<file path="config.mk">
export PLATFORM = sky130hd
export DESIGN_NAME = cbc_flow_engine
export DESIGN_NICKNAME = d
export VERILOG_FILES = /design/src/design/cbc_flow_pkg.sv /design/src/design/cbc_flow_engine.sv /design/src/design/two_slot_buffer.sv
export SDC_FILE = /design/constraint.sdc
export NUM_CORES = 2
export LEC_CHECK = 0
export ABC_CLOCK_PERIOD_IN_PS = 4059
export CORE_MARGIN = 2
export CORE_UTILIZATION = 43
export CTS_CLUSTER_SIZE = 25
export DETAILED_ROUTE_END_ITERATION = 6
export DONT_BUFFER_PORTS = 1
export SLEW_MARGIN = 0
export SYNTH_ARGS = -nofsm -noshare
export SYNTH_HDL_FRONTEND = slang
export SYNTH_HIERARCHICAL = 1
export SYNTH_SLANG_ARGS = --single-unit
export TNS_END_PERCENT = 1
</file>
<file path="constraint.sdc">
create_clock -name clk_sys -period 4.06 [get_ports clk_sys]
set_input_delay 0.406 -clock clk_sys [delete_from_list [all_inputs] [get_ports clk_sys]]
set_output_delay 0.406 -clock clk_sys [all_outputs]
set_load 0.02 [all_outputs]
</file>
<file path="src/design/cbc_flow_pkg.sv">
// package for the cbc decryption data-flow engine and its four dma channels
// assumes one system clock, firmware writes arriving as single-cycle strobes
`default_nettype none
package cbc_flow_pkg;
  // firmware write port register identifiers
  localparam logic [3:0] REG_CHAN_SELECT   = 4'h0;
  localparam logic [3:0] REG_CHAN_CONFIG   = 4'h1;
  localparam logic [3:0] REG_CHAN_MODE     = 4'h2;
  localparam logic [3:0] REG_BASE_HIGH     = 4'h3;
  localparam logic [3:0] REG_BASE_LOW      = 4'h4;
  localparam logic [3:0] REG_SIZE_HIGH     = 4'h5;
  localparam logic [3:0] REG_SIZE_LOW      = 4'h6;
  localparam logic [3:0] REG_OFFSET_HIGH   = 4'h7;
  localparam logic [3:0] REG_OFFSET_LOW    = 4'h8;
  localparam logic [3:0] REG_CHAN_ENABLE   = 4'h9;
  localparam logic [3:0] REG_CHAN_IRQ_FLAG = 4'ha;
  localparam logic [3:0] REG_BLOCK_CONFIG  = 4'hb;
  localparam logic [3:0] REG_FLOW_CONFIG   = 4'hc;
  // channel configuration codes and fields
  localparam logic [6:0] CODE_KEY_IN   = 7'h05;
  localparam logic [6:0] CODE_BLOCK_IN = 7'h06;
  localparam logic [6:0] CODE_XOR_IN   = 7'h07;
  localparam logic [6:0] CODE_RESULT   = 7'h08;
  localparam int         CFG_IRQ_EN    = 7;
  localparam logic       MODE_WRAP     = 1'b1;
  // block configuration fields
  localparam int         BCFG_DECRYPT_N = 2;
  localparam int         BCFG_START     = 3;
  localparam logic [1:0] KEY_SIZE_128   = 2'h0;
  localparam logic [1:0] KEY_SIZE_192   = 2'h1;
  localparam logic [5:0] KEY_BYTES_128  = 6'h10;
  localparam logic [5:0] KEY_BYTES_192  = 6'h18;
  localparam logic [5:0] KEY_BYTES_256  = 6'h20;
  localparam logic [7:0] FLOW_XOR_OUT   = 8'h02;
  localparam logic [4:0] BLOCK_BYTES    = 5'h10;
  localparam int         NUM_CHAN       = 4;
  // reset values
  localparam logic [7:0] RESET_BYTE  = 8'h00;
  localparam logic [15:0] RESET_WORD = 16'h0000;
  typedef enum logic [0:0] {
    ENG_IDLE = 1'b0,
    ENG_EMIT = 1'b1
  } eng_state_t;
  typedef enum logic [0:0] {
    MEM_IDLE = 1'b0,
    MEM_WAIT = 1'b1
  } mem_state_t;
endpackage
`default_nettype wire

</file>
<file path="src/design/cbc_flow_engine.sv">
// four dma channels feeding a block engine for cbc decryption
// assumes an external ram with one outstanding byte access and one-cycle ack
// What this block does
// firmware holds the engine in reset by clearing the decrypt/enable bit.
// firmware disables channels before changing their settings.
// channel select picks which channel the per-channel writes reach.
// code 0x05 moves ram bytes into the key input.
// mode 0x01 wraps the channel back to base, resupplying the key.
// firmware loads key base address high and low.
// firmware writes key length to size low, zero to size high.
// firmware clears offsets so every channel starts at base.
// code 0x06 moves ciphertext bytes into the block input.
// mode zero stops the channel after its byte count.
// data, vector and output counts are multiples of sixteen.
// code 0x07 moves vector and earlier ciphertext into xor input.
// firmware places the vector right ahead of the ciphertext.
// code 0x08 moves result bytes out to ram.
// config bit 7 enables the channel transfer-complete interrupt.
// firmware clears pending flags, then enables the channels.
// flow config 0x02 xors the cipher output with the xor stream.
// block config bits 1:0 select key size.
// block config bit 2 zero selects decryption.
// block config bit 3 starts the operation.
// output channel completion interrupt marks end of decryption.
// writing zero to the enable register stops every channel.
// per block wait for data, key and xor, then emit sixteen bytes.
`default_nettype none
module cbc_flow_engine (
  input  wire logic        clk_sys,
  input  wire logic        rst,
  input  wire logic        wr_strobe,
  input  wire logic [3:0]  wr_reg,
  input  wire logic [7:0]  wr_data,
  output logic             mem_req,
  output logic             mem_we,
  output logic [15:0]      mem_addr,
  output logic [7:0]       mem_wdata,
  input  wire logic        mem_ack,
  input  wire logic [7:0]  mem_rdata,
  output logic [3:0]       chan_enable,
  output logic [3:0]       chan_irq_flags,
  output logic             dma_irq,
  output logic             busy
);
  typedef struct packed {
    logic [1:0]             sel;
    logic [3:0]             en;
    logic [3:0]             flags;
    logic [3:0][7:0]        cfg;
    logic [3:0]             wrap;
    logic [3:0][15:0]       base;
    logic [3:0][15:0]       size;
    logic [3:0][15:0]       ofs;
    logic [7:0]             bcfg;
    logic [7:0]             dcfg;
    logic [31:0][7:0]       key;
    logic [15:0][7:0]       blk;
    logic [15:0][7:0]       xin;
    logic [5:0]             kcnt;
    logic [4:0]             bcnt;
    logic [4:0]             xcnt;
    logic [3:0]             oidx;
    cbc_flow_pkg::eng_state_t eng;
    cbc_flow_pkg::mem_state_t mst;
    logic [1:0]             mch;
    logic                   req;
    logic                   we;
    logic [15:0]            addr;
    logic [7:0]             wdata;
    logic                   irq;
    logic                   busy;
  } st_t;

  st_t        st_r;
  st_t        st_nxt;
  logic [3:0] elig;
  logic [5:0] klen;
  logic       start_ok;
  logic       buf_in_ready;
  logic       buf_out_valid;
  logic [7:0] buf_out_data;
  logic       buf_pop;
  logic       emit;
  logic [7:0] result_byte;

  ////////////////////////////////////////////////////////////////////////////
  // key length from the size field; the reserved code reads as 256-bit
  // key size select
  always_comb begin
    unique case (st_r.bcfg[1:0])
      cbc_flow_pkg::KEY_SIZE_128: klen = cbc_flow_pkg::KEY_BYTES_128;
      cbc_flow_pkg::KEY_SIZE_192: klen = cbc_flow_pkg::KEY_BYTES_192;
      default:                    klen = cbc_flow_pkg::KEY_BYTES_256;
    endcase
  end

  // bit 2 clear means decrypt; R20: bit 3 starts
  assign start_ok = st_r.bcfg[cbc_flow_pkg::BCFG_START]
                    && !st_r.bcfg[cbc_flow_pkg::BCFG_DECRYPT_N];

  ////////////////////////////////////////////////////////////////////////////
  // per-channel readiness; key and input fills stall while a block emits
  // so the engine never sees its operands change under it
  genvar c;
  generate
    for (c = 0; c < cbc_flow_pkg::NUM_CHAN; c++) begin : g_elig
      logic [6:0] code;
      assign code = st_r.cfg[c][6:0];
      // route by config code; operand fetches wait for
      // start, as the stores are held clear until then and would drop bytes
      assign elig[c] = st_r.en[c] && (
        ((code == cbc_flow_pkg::CODE_KEY_IN) && (st_r.kcnt < klen)
          && start_ok && (st_r.eng == cbc_flow_pkg::ENG_IDLE)) ||
        ((code == cbc_flow_pkg::CODE_BLOCK_IN)
          && (st_r.bcnt < cbc_flow_pkg::BLOCK_BYTES)
          && start_ok && (st_r.eng == cbc_flow_pkg::ENG_IDLE)) ||
        ((code == cbc_flow_pkg::CODE_XOR_IN)
          && (st_r.xcnt < cbc_flow_pkg::BLOCK_BYTES)
          && start_ok && (st_r.eng == cbc_flow_pkg::ENG_IDLE)) ||
        ((code == cbc_flow_pkg::CODE_RESULT) && buf_out_valid));
    end
  endgenerate

  ////////////////////////////////////////////////////////////////////////////
  // stand-in block transform keyed by the loaded key, then the cbc xor
  // optional xor with vector stream
  always_comb begin
    result_byte = st_r.blk[st_r.oidx] ^ st_r.key[{1'b0, st_r.oidx}];
    if (st_r.dcfg == cbc_flow_pkg::FLOW_XOR_OUT) begin
      result_byte = result_byte ^ st_r.xin[st_r.oidx];
    end
  end

  // emit bytes in order, stalled by the buffer
  assign emit    = (st_r.eng == cbc_flow_pkg::ENG_EMIT) && buf_in_ready;
  // output channel pops exactly when it issues its write
  assign buf_pop = (st_r.mst == cbc_flow_pkg::MEM_IDLE) && (elig != 4'h0)
                   && (st_r.cfg[st_r.mch][6:0] == cbc_flow_pkg::CODE_RESULT)
                   && elig[st_r.mch];

  two_slot_buffer u_out_buf (
    .clk_sys   (clk_sys),
    .rst       (rst),
    .in_valid  (st_r.eng == cbc_flow_pkg::ENG_EMIT),
    .in_ready  (buf_in_ready),
    .in_data   (result_byte),
    .out_valid (buf_out_valid),
    .out_ready (buf_pop),
    .out_data  (buf_out_data)
  );

  ////////////////////////////////////////////////////////////////////////////
  // next state: firmware writes first, hardware events after so they win
  always_comb begin
    logic [1:0]  ch;
    logic [6:0]  code;
    logic [15:0] nofs;
    ch     = st_r.mch;
    code   = st_r.cfg[st_r.mch][6:0];
    nofs   = st_r.ofs[st_r.mch] + 16'h0001;
    st_nxt = st_r;
    st_nxt.req = 1'b0;

    if (wr_strobe) begin
      // per-channel writes follow the select register
      unique case (wr_reg)
        cbc_flow_pkg::REG_CHAN_SELECT:   st_nxt.sel = wr_data[1:0];
        cbc_flow_pkg::REG_CHAN_CONFIG:   st_nxt.cfg[st_r.sel] = wr_data;
        cbc_flow_pkg::REG_CHAN_MODE:
          st_nxt.wrap[st_r.sel] = wr_data[0];
        cbc_flow_pkg::REG_BASE_HIGH:
          st_nxt.base[st_r.sel][15:8] = wr_data;
        cbc_flow_pkg::REG_BASE_LOW:
          st_nxt.base[st_r.sel][7:0] = wr_data;
        cbc_flow_pkg::REG_SIZE_HIGH:
          st_nxt.size[st_r.sel][15:8] = wr_data;
        cbc_flow_pkg::REG_SIZE_LOW:
          st_nxt.size[st_r.sel][7:0] = wr_data;
        cbc_flow_pkg::REG_OFFSET_HIGH:
          st_nxt.ofs[st_r.sel][15:8] = wr_data;
        cbc_flow_pkg::REG_OFFSET_LOW:
          st_nxt.ofs[st_r.sel][7:0] = wr_data;
        // zero stops all channels
        cbc_flow_pkg::REG_CHAN_ENABLE:   st_nxt.en = wr_data[3:0];
        cbc_flow_pkg::REG_CHAN_IRQ_FLAG: st_nxt.flags = wr_data[3:0];
        cbc_flow_pkg::REG_BLOCK_CONFIG:  st_nxt.bcfg = wr_data;
        cbc_flow_pkg::REG_FLOW_CONFIG:   st_nxt.dcfg = wr_data;
        default:                         st_nxt.sel = st_r.sel;
      endcase
    end

    // memory side: keep the current channel while ready, else pick the lowest ready one, one byte at a time
    unique case (st_r.mst)
      cbc_flow_pkg::MEM_IDLE: begin
        // channel is held while its access is in flight, so the ack
        // lands on the channel that issued it
        if (elig[st_r.mch]) begin
          st_nxt.req   = 1'b1;
          st_nxt.we    = (code == cbc_flow_pkg::CODE_RESULT);
          st_nxt.addr  = st_r.base[ch] + st_r.ofs[ch];
          st_nxt.wdata = buf_out_data;
          st_nxt.mst   = cbc_flow_pkg::MEM_WAIT;
        end else begin
          for (int i = cbc_flow_pkg::NUM_CHAN - 1; i >= 0; i--) begin
            if (elig[i]) begin
              st_nxt.mch = 2'(i);
            end
          end
        end
      end
      cbc_flow_pkg::MEM_WAIT: begin
        if (mem_ack) begin
          st_nxt.mst = cbc_flow_pkg::MEM_IDLE;
          // key byte lands in the key store
          if (code == cbc_flow_pkg::CODE_KEY_IN) begin
            st_nxt.key[st_r.kcnt[4:0]] = mem_rdata;
            st_nxt.kcnt = st_r.kcnt + 6'h01;
          end
          // ciphertext byte into block input
          if (code == cbc_flow_pkg::CODE_BLOCK_IN) begin
            st_nxt.blk[st_r.bcnt[3:0]] = mem_rdata;
            st_nxt.bcnt = st_r.bcnt + 5'h01;
          end
          // vector or prior ciphertext into xor input
          if (code == cbc_flow_pkg::CODE_XOR_IN) begin
            st_nxt.xin[st_r.xcnt[3:0]] = mem_rdata;
            st_nxt.xcnt = st_r.xcnt + 5'h01;
          end
          if (nofs >= st_r.size[ch]) begin
            // wrap back to base
            if (st_r.wrap[ch] == cbc_flow_pkg::MODE_WRAP) begin
              st_nxt.ofs[ch] = cbc_flow_pkg::RESET_WORD;
            end else begin
              // stop after the byte count; R21: completion flag
              st_nxt.ofs[ch]  = nofs;
              st_nxt.en[ch]   = 1'b0;
              st_nxt.flags[ch] = 1'b1;
            end
          end else begin
            st_nxt.ofs[ch] = nofs;
          end
        end else begin
          st_nxt.req = 1'b0;
        end
      end
      default: st_nxt.mst = cbc_flow_pkg::MEM_IDLE;
    endcase

    // engine: start when all operands are in, emit sixteen bytes
    unique case (st_r.eng)
      cbc_flow_pkg::ENG_IDLE: begin
        // wait for full block, xor bytes and key
        if (start_ok && (st_r.kcnt >= klen)
            && (st_r.bcnt == cbc_flow_pkg::BLOCK_BYTES)
            && (st_r.xcnt == cbc_flow_pkg::BLOCK_BYTES)) begin
          st_nxt.eng  = cbc_flow_pkg::ENG_EMIT;
          st_nxt.oidx = 4'h0;
        end
      end
      cbc_flow_pkg::ENG_EMIT: begin
        if (emit) begin
          st_nxt.oidx = st_r.oidx + 4'h1;
          if (st_r.oidx == 4'hf) begin
            // block consumed; key is refetched through the wrap channel
            st_nxt.eng  = cbc_flow_pkg::ENG_IDLE;
            st_nxt.bcnt = 5'h00;
            st_nxt.xcnt = 5'h00;
            st_nxt.kcnt = 6'h00;
          end
        end
      end
      default: st_nxt.eng = cbc_flow_pkg::ENG_IDLE;
    endcase

    // clearing start holds the engine and its operand stores in reset
    if (!st_nxt.bcfg[cbc_flow_pkg::BCFG_START]
        || st_nxt.bcfg[cbc_flow_pkg::BCFG_DECRYPT_N]) begin
      st_nxt.eng  = cbc_flow_pkg::ENG_IDLE;
      st_nxt.bcnt = 5'h00;
      st_nxt.xcnt = 5'h00;
      st_nxt.kcnt = 6'h00;
    end

    // interrupt only where the channel enables it
    st_nxt.irq = 1'b0;
    for (int i = 0; i < cbc_flow_pkg::NUM_CHAN; i++) begin
      if (st_nxt.flags[i] && st_nxt.cfg[i][cbc_flow_pkg::CFG_IRQ_EN]) begin
        st_nxt.irq = 1'b1;
      end
    end
    st_nxt.busy = (st_nxt.en != 4'h0)
                  || (st_nxt.eng != cbc_flow_pkg::ENG_IDLE)
                  || (st_nxt.mst != cbc_flow_pkg::MEM_IDLE);
  end

  // note: buffer pop happens at issue, so a refused write cannot lose data
  always_ff @(posedge clk_sys) begin
    if (rst) begin
      st_r <= '0;
    end else begin
      st_r <= st_nxt;
    end
  end

  ////////////////////////////////////////////////////////////////////////////
  // outputs straight from the state register
  assign mem_req        = st_r.req;
  assign mem_we         = st_r.we;
  assign mem_addr       = st_r.addr;
  assign mem_wdata      = st_r.wdata;
  assign chan_enable    = st_r.en;
  assign chan_irq_flags = st_r.flags;
  assign dma_irq        = st_r.irq;
  assign busy           = st_r.busy;
endmodule
`default_nettype wire

</file>
<file path="src/design/two_slot_buffer.sv">
// two-entry byte buffer with valid/ready on both sides
// assumes the consumer may stall; in_ready drops only when both slots hold
`default_nettype none
module two_slot_buffer (
  input  wire logic       clk_sys,
  input  wire logic       rst,
  input  wire logic       in_valid,
  output logic            in_ready,
  input  wire logic [7:0] in_data,
  output logic            out_valid,
  input  wire logic       out_ready,
  output logic [7:0]      out_data
);
  typedef struct packed {
    logic [1:0][7:0] slot;
    logic [1:0]      cnt;
    logic            rd;
    logic            wr;
  } buf_t;

  buf_t st_r;
  buf_t st_nxt;

  assign in_ready  = (st_r.cnt != 2'h2);
  assign out_valid = (st_r.cnt != 2'h0);
  assign out_data  = st_r.slot[st_r.rd];

  ////////////////////////////////////////////////////////////////////////////
  // push and pop may happen together; count only moves on one-sided ops
  always_comb begin
    logic push;
    logic pop;
    push   = 1'b0;
    pop    = 1'b0;
    st_nxt = st_r;
    push   = in_valid && in_ready;
    pop    = out_ready && out_valid;
    if (push) begin
      st_nxt.slot[st_r.wr] = in_data;
      st_nxt.wr            = ~st_r.wr;
    end
    if (pop) begin
      st_nxt.rd = ~st_r.rd;
    end
    if (push && !pop) begin
      st_nxt.cnt = st_r.cnt + 2'h1;
    end else if (pop && !push) begin
      st_nxt.cnt = st_r.cnt - 2'h1;
    end
  end

  always_ff @(posedge clk_sys) begin
    if (rst) begin
      st_r <= '0;
    end else begin
      st_r <= st_nxt;
    end
  end
endmodule
`default_nettype wire

</file>
== Word level (Yosys, flattened, before mapping) ==
Index checks and enable logic that the tools add are counted.

* Output and inout port bits: 36
* Memories: 0
* Bits in writable memories: 0
* Memory bits (read-only): 0
* Bits in latches: 0
* Logic and storage cells: 395
* Register bits after elaboration: 838
* Input port bits: 24

* Divide/modulo/power cells: 0
* Multiply operators: 0
* Shifts and indexed selects: 0
* Eq/ne operators: 40
* Magnitude comparators: 20
* Muxes and demuxes: 100
* Bitwise logic cells: 12
* Reductions and logical operators: 106
* Add/sub/neg operators: 8

{| class="wikitable"
|+ Operator list
! kind !! count
|-
| $bwmux 64 || 7
|-
| $pmux 64 s2 || 3
|-
| $bwmux 128 || 2
|-
| $bwmux 256 || 1
|-
| $mux 64 || 4
|-
| $mux 252 || 1
|-
| $mux 16 || 9
|-
| $mux 8 || 18
|-
| $eq 7x3->1 const B || 15
|-
| $bmux 16 s2 || 3
|-
| $bmux 8 s4 || 3
|-
| $demux 16 s2 || 3
|-
| $logic_and 1x1->1 || 65
|-
| $and 64x64->64 || 1
|-
| $demux 8 s4 || 2
|-
| $not 64->64 || 1
|-
| $demux 8 s5 || 1
|-
| $eq 7x4->1 const B || 5
|-
| $bwmux 32 || 1
|-
| $mux 32 || 1
|-
| $mux 26 || 1
|-
| $eq 4x4->1 const B || 6
|-
| $mux 21 || 1
|-
| $reduce_and 2->1 || 9
|-
| other kinds (57) || 123
|}

== Longest topological paths before layout ==
* Depth after elaboration: 18
* Depth in mapped cells: 19

== Cells and area by module ==
The synthesis kept the hierarchy.

{| class="wikitable"
|+ Modules (own cells, without submodules)
! module !! cells an instance !! instances !! area an instance (µm²) !! sequential area each (µm²)
|-
| cbc_flow_engine || 3595 || 1 || 32402.3 || 13733.2
|-
| two_slot_buffer || 102 || 1 || 962.2 || 400.4
|}

== Least setup slack after synthesis ==
Ideal clock, no wire load.

* Path type: register to register
* From: register st_r[28] in the netlist's numbering
* To: register st_r, in the netlist mem_addr[15]
* Setup time: 0.086 ns
* Clock period less this slack: 4.363 ns
* Arrival: 4.278 ns
* Path buffers: 6
* Stages on the path, launching flop included: 17
* Setup slack: -0.303 ns
* Cells stage by stage: dfxtp_1 -> buf_6 -> buf_6 -> buf_6 -> buf_2 -> buf_2 -> buf_2 -> mux4_2 -> ha_1 -> and3_1 -> a2111oi_4 -> a211oi_1 -> a211o_1 -> a311o_1 -> a211oi_2 -> xnor2_1 -> a211oi_1

* Word-level cells in the longest chain between the ends: 3
* Elaborated cells between the ends (all ways): 8

{| class="wikitable"
|+ RTL lines
! item !! RTL line !! text
|-
| start, declared || cbc_flow_engine.sv:74 || <nowiki>st_t st_r;</nowiki>
|-
| start signal, assigned || cbc_flow_engine.sv:301 || <nowiki>st_r <= st_nxt;</nowiki>
|-
| $bmux 16 s2 or $bmux 1 s2 (tied branches) || cbc_flow_engine.sv:200, cbc_flow_engine.sv:197 ||
|-
| $mux 16 (implied by the code) or $mux 1 (tied branches) || cbc_flow_engine.sv:200, cbc_flow_engine.sv:197 ||
|-
| $add 16x16->16 or $reduce_and 2->1 (tied branches) || - ||
|}

Parallel ways exist; a longest one is shown, timed or not. The select of a mux whose other input is x is not followed.
A chain may end at the register's enable or synchronous reset.

== Final worst setup path ==
* From: register st_r[28] in the netlist's numbering
* To: register st_r, in the netlist busy

* Word-level cells in the longest chain between the ends: 13
* Elaborated cells between the ends (all ways): 26

{| class="wikitable"
|+ RTL lines
! item !! RTL line !! text
|-
| branches (longest 12 deep; another with $add 16x1->16) || - ||
|-
| $logic_or 1x1->1 * || cbc_flow_engine.sv:293 || <nowiki>|| (st_nxt.mst != cbc_flow_pkg::MEM_IDLE);</nowiki>
|}

Every way passes the cells marked *. The select of a mux whose other input is x is not followed.

==> out/qor.csv <==
metric,value,unit
status,"complete, but fails checks",
failing checks,setup timing,
slew margin rel.,16.4,%
area occupied by multi-input gates,0.0179,sq mm
Post-DP HPWL,61100,um
clk sinks,706,
grt total ovfl,0,
Hold WS,0.0161,ns
worst-skew pair later-pin latency,0.65,ns
initial antenna violation count,2,
leakage,14.8,nW
"area leader, netlist",dfxtp_1,
max cap viols,0,
worst vdd ir,270,uV
Synth async-reset ratio,0,%
fin util,52.4,%
RSZ-0062 raised after global routing,yes,
Crit Path Max Fanout,7,
Worst Min Path Start,wr_data[0],
max-slew violations,0,
FF/Latch Area,0.0142,sq mm
sequential fraction of the synthesis area,42.4,%
Via density,5.62,
core area,0.0771,sq mm
"wirelength, routed",105000,um
PD cells,364,mW/mm^2
arrival time at the worst endpoint,4.58,ns
Worst Hold Depth,2,
kind of critical path,flip-flop to flip-flop,
crit share post-route,101,%
Unique masters post-synth,76,
first-pass GRT wire length,161000,um
drt first pass iters,7,
Synth top area share,42.4,%
"Data required, critical path",4.56,ns
DRC errors left,0,
Die ar.,0.0798,sq mm
"Cell Area, Synth",0.0334,sq mm
routability cong.,0.871,
CTS clock-pin slew for the worst setup and hold paths,0.06,ns
r2r endpoint,busy,
vias in the first global route,26856,
vias,28108,
Setup crit end kind,flip-flop,
final-report hold violation count,0,
leading register cell type out of synthesis,dfxtp_1,
Setup WS pre-CTS,-0.189,ns
synthesis-to-layout area growth,20.9,%
Syn Inst Count,3697,
number of port buffers,0,
root buf cell,clkbuf_16,
fin crit period,4.08,ns
TritonCTS clock tree,done,
Routed Antenna Nets,0,
Syn Nets,3771,
CP Launch Type,flip-flop,
worst min path class,input port to flip-flop,
total chip power,14.7,mW
"Max stage delay cell, worst path",mux4_2,
register bit total from synthesis,706,
Rows,102,
Fmax,245,MHz
Routed WL per cell,21.0,um
Clock Skews,0.0334,ns
YS warnings,6,
most frequent cells in the layout,"700 x dfxtp_1, 663 x nand2_1, 425 x a21oi_1",
nets,3965,
r2r startpoint,st_r[28],
Die Wd,283,um
number of synthesized flops with an enable pin,0,
synth top area cells,"dfxtp_1 42%, mux4_2 12%, mux2i_1 8.1%",
die height,283,um
CTS buffer count,78,
Bufs on Longest Clock Path,3,
Slew @ Worst Pin,1.25,ns
mean post-synth cell area,9.02,sq um
# fillers,7100,
final worst setup slack,-0.0230,ns
H-tree levels,3,
reg2reg path depth,19,
Initial DRC Count,2818,
Tot GR Track Use,25.9,%
I/O pin total,60,
final count of negative-setup-slack endpoints,8,
share of layout cells above drive strength 1,15.1,%
worst path cell trace,"buf_6, mux4_2, and2_4, buf_4, nand3_2, nor2_2, nand2_1, xor2_1, buf_4, inv_1, ha_1, nand3_2, nor4_4, a31oi_4, buf_6, or3_1, and2_4, a2111oi_4, a31oi_1",
Worst Hold Endpoint,st_r[636],
r2r setup slk,-0.02,ns
initial core utilization,43.3,%
pin count of the biggest net entering global routing,244,
"most common cell after layout, fill and taps aside",dfxtp_1,
critical path's largest stage delay,0.50,ns
[logic make-up after synthesis]
family | synth area share (%)
AO/OA/AOI/OAI | 10.0
XOR/XNOR | 1.52
adder cells (fa/ha/maj) | 1.90
buffers and inverters | 4.66
flip-flops | 42.4
multiplexers | 20.5
AND/OR/NAND/NOR | 19.1
[per-layer routing]
metal	vias up	global-route usage, %	share of wire, %
met3	170	5.45	7.7
met5	-	0	0.011
met4	2	8.95	2.8
li1	13242	-	-
met2	1003	41.1	46
met1	13691	35.1	43
[metrics by stage]
stage                     instances  instance area (sq um)  setup TNS [ns]
after floorplan                3697                  33400          -0.117
after global placement         4600                  34800           -2.10
after detailed placement       4600                  34800           -2.81
after CTS                      4992                  40200               0
after global routing           4995                  40300           -2.26
final                          4997                  40400          -0.140
[report_power, final]
part	leakage, nW	switching, mW	total [mW]	internal, mW
sequential	5.69	0.0124	6.95	6.93
combinational	7.82	0.299	0.440	0.141
clock	1.30	3.07	7.29	4.22
[worst max-delay path, delay by kind of cell (launching register included)]
family / cells / cell delay (ns)
xor gates and xnor gates: 1 / 0.19
AOI/OAI and AO/OA: 3 / 0.56
muxes: 1 / 0.50
DFF: 1 / 0.43
buffers and inverters: 5 / 0.60
adders and majority gates: 1 / 0.30
and+or+nand+nor: 8 / 1.35
[state kept, by name, summed over array words and instances, names as in the netlist]
| register | cells |
|---|---|
| busy | 1 |
| chan_enable | 4 |
| chan_irq_flags | 4 |
| dma_irq | 1 |
| g_elig.code | 28 |
| mem_addr | 16 |
| mem_req | 1 |
| mem_wdata | 8 |
| mem_we | 1 |
| st_r | 622 |
| u_out_buf/st_r | 20 |
[worst max path at each step]
stage                         from        end  slack [ns]  depth (start not counted)
final                     st_r[28]       busy       -0.02                         19
after CTS                 st_r[28]  st_r[625]     0.00009                         18
after detailed placement  st_r[28]       busy       -0.19                         18
after global routing      st_r[28]       busy       -0.20                         19
after floorplan           st_r[28]  st_r[622]       -0.02                         19
after global placement    st_r[28]       busy       -0.19                         18
[timing repair]
item | 4_1_cts | 5_1_grt
resized for setup | 13 | 36
buffers inserted | 4 | 3
endpoints found under the setup margin | 52 | 102
pin swaps | 6 | 13
hold endpoints to repair | 654 | 0
hold buffers | 244 | 0
[cell type report]
cell class | count | share of cell area [%]
multi-input cells | 2634 | 44.4
flip-flops and latches | 706 | 35.1
inverters | 45 | 0.419
diodes | 2 | 0.0124
repair buffers | 426 | 10.4
clock inverters | 34 | 0.921
clock buffers | 110 | 5.56
well taps | 1040 | 3.22
[cells in the mapped netlist (4+ instances only)]
cell type and count:
nor3_2 7, a21oi_1 425, and3_1 12, a21boi_0 4, a22oi_1 4, or2_2 4
a31oi_1 13, nor3b_1 6, ha_1 49, nor2_1 375, inv_1 44, a311oi_1 5
buf_1 22, dfxtp_1 706, nor3_1 22, and2_1 13, o22a_1 8, nor4_1 10
nand3_1 202, nand2b_1 35, buf_6 6, clkbuf_1 216, o22ai_1 20, a211oi_1 15
xnor2_1 35, mux2i_1 270, o21a_1 4, nand4_1 11, buf_2 34, mux2_2 21
a21o_1 5, o21ai_0 80, mux4_2 173, nand2_1 664, or3_1 15, nand3b_1 6
nor2b_1 39, buf_4 34, xor2_1 23, o211ai_1 5
No activity file was read; power rests on OpenSTA's default activity.
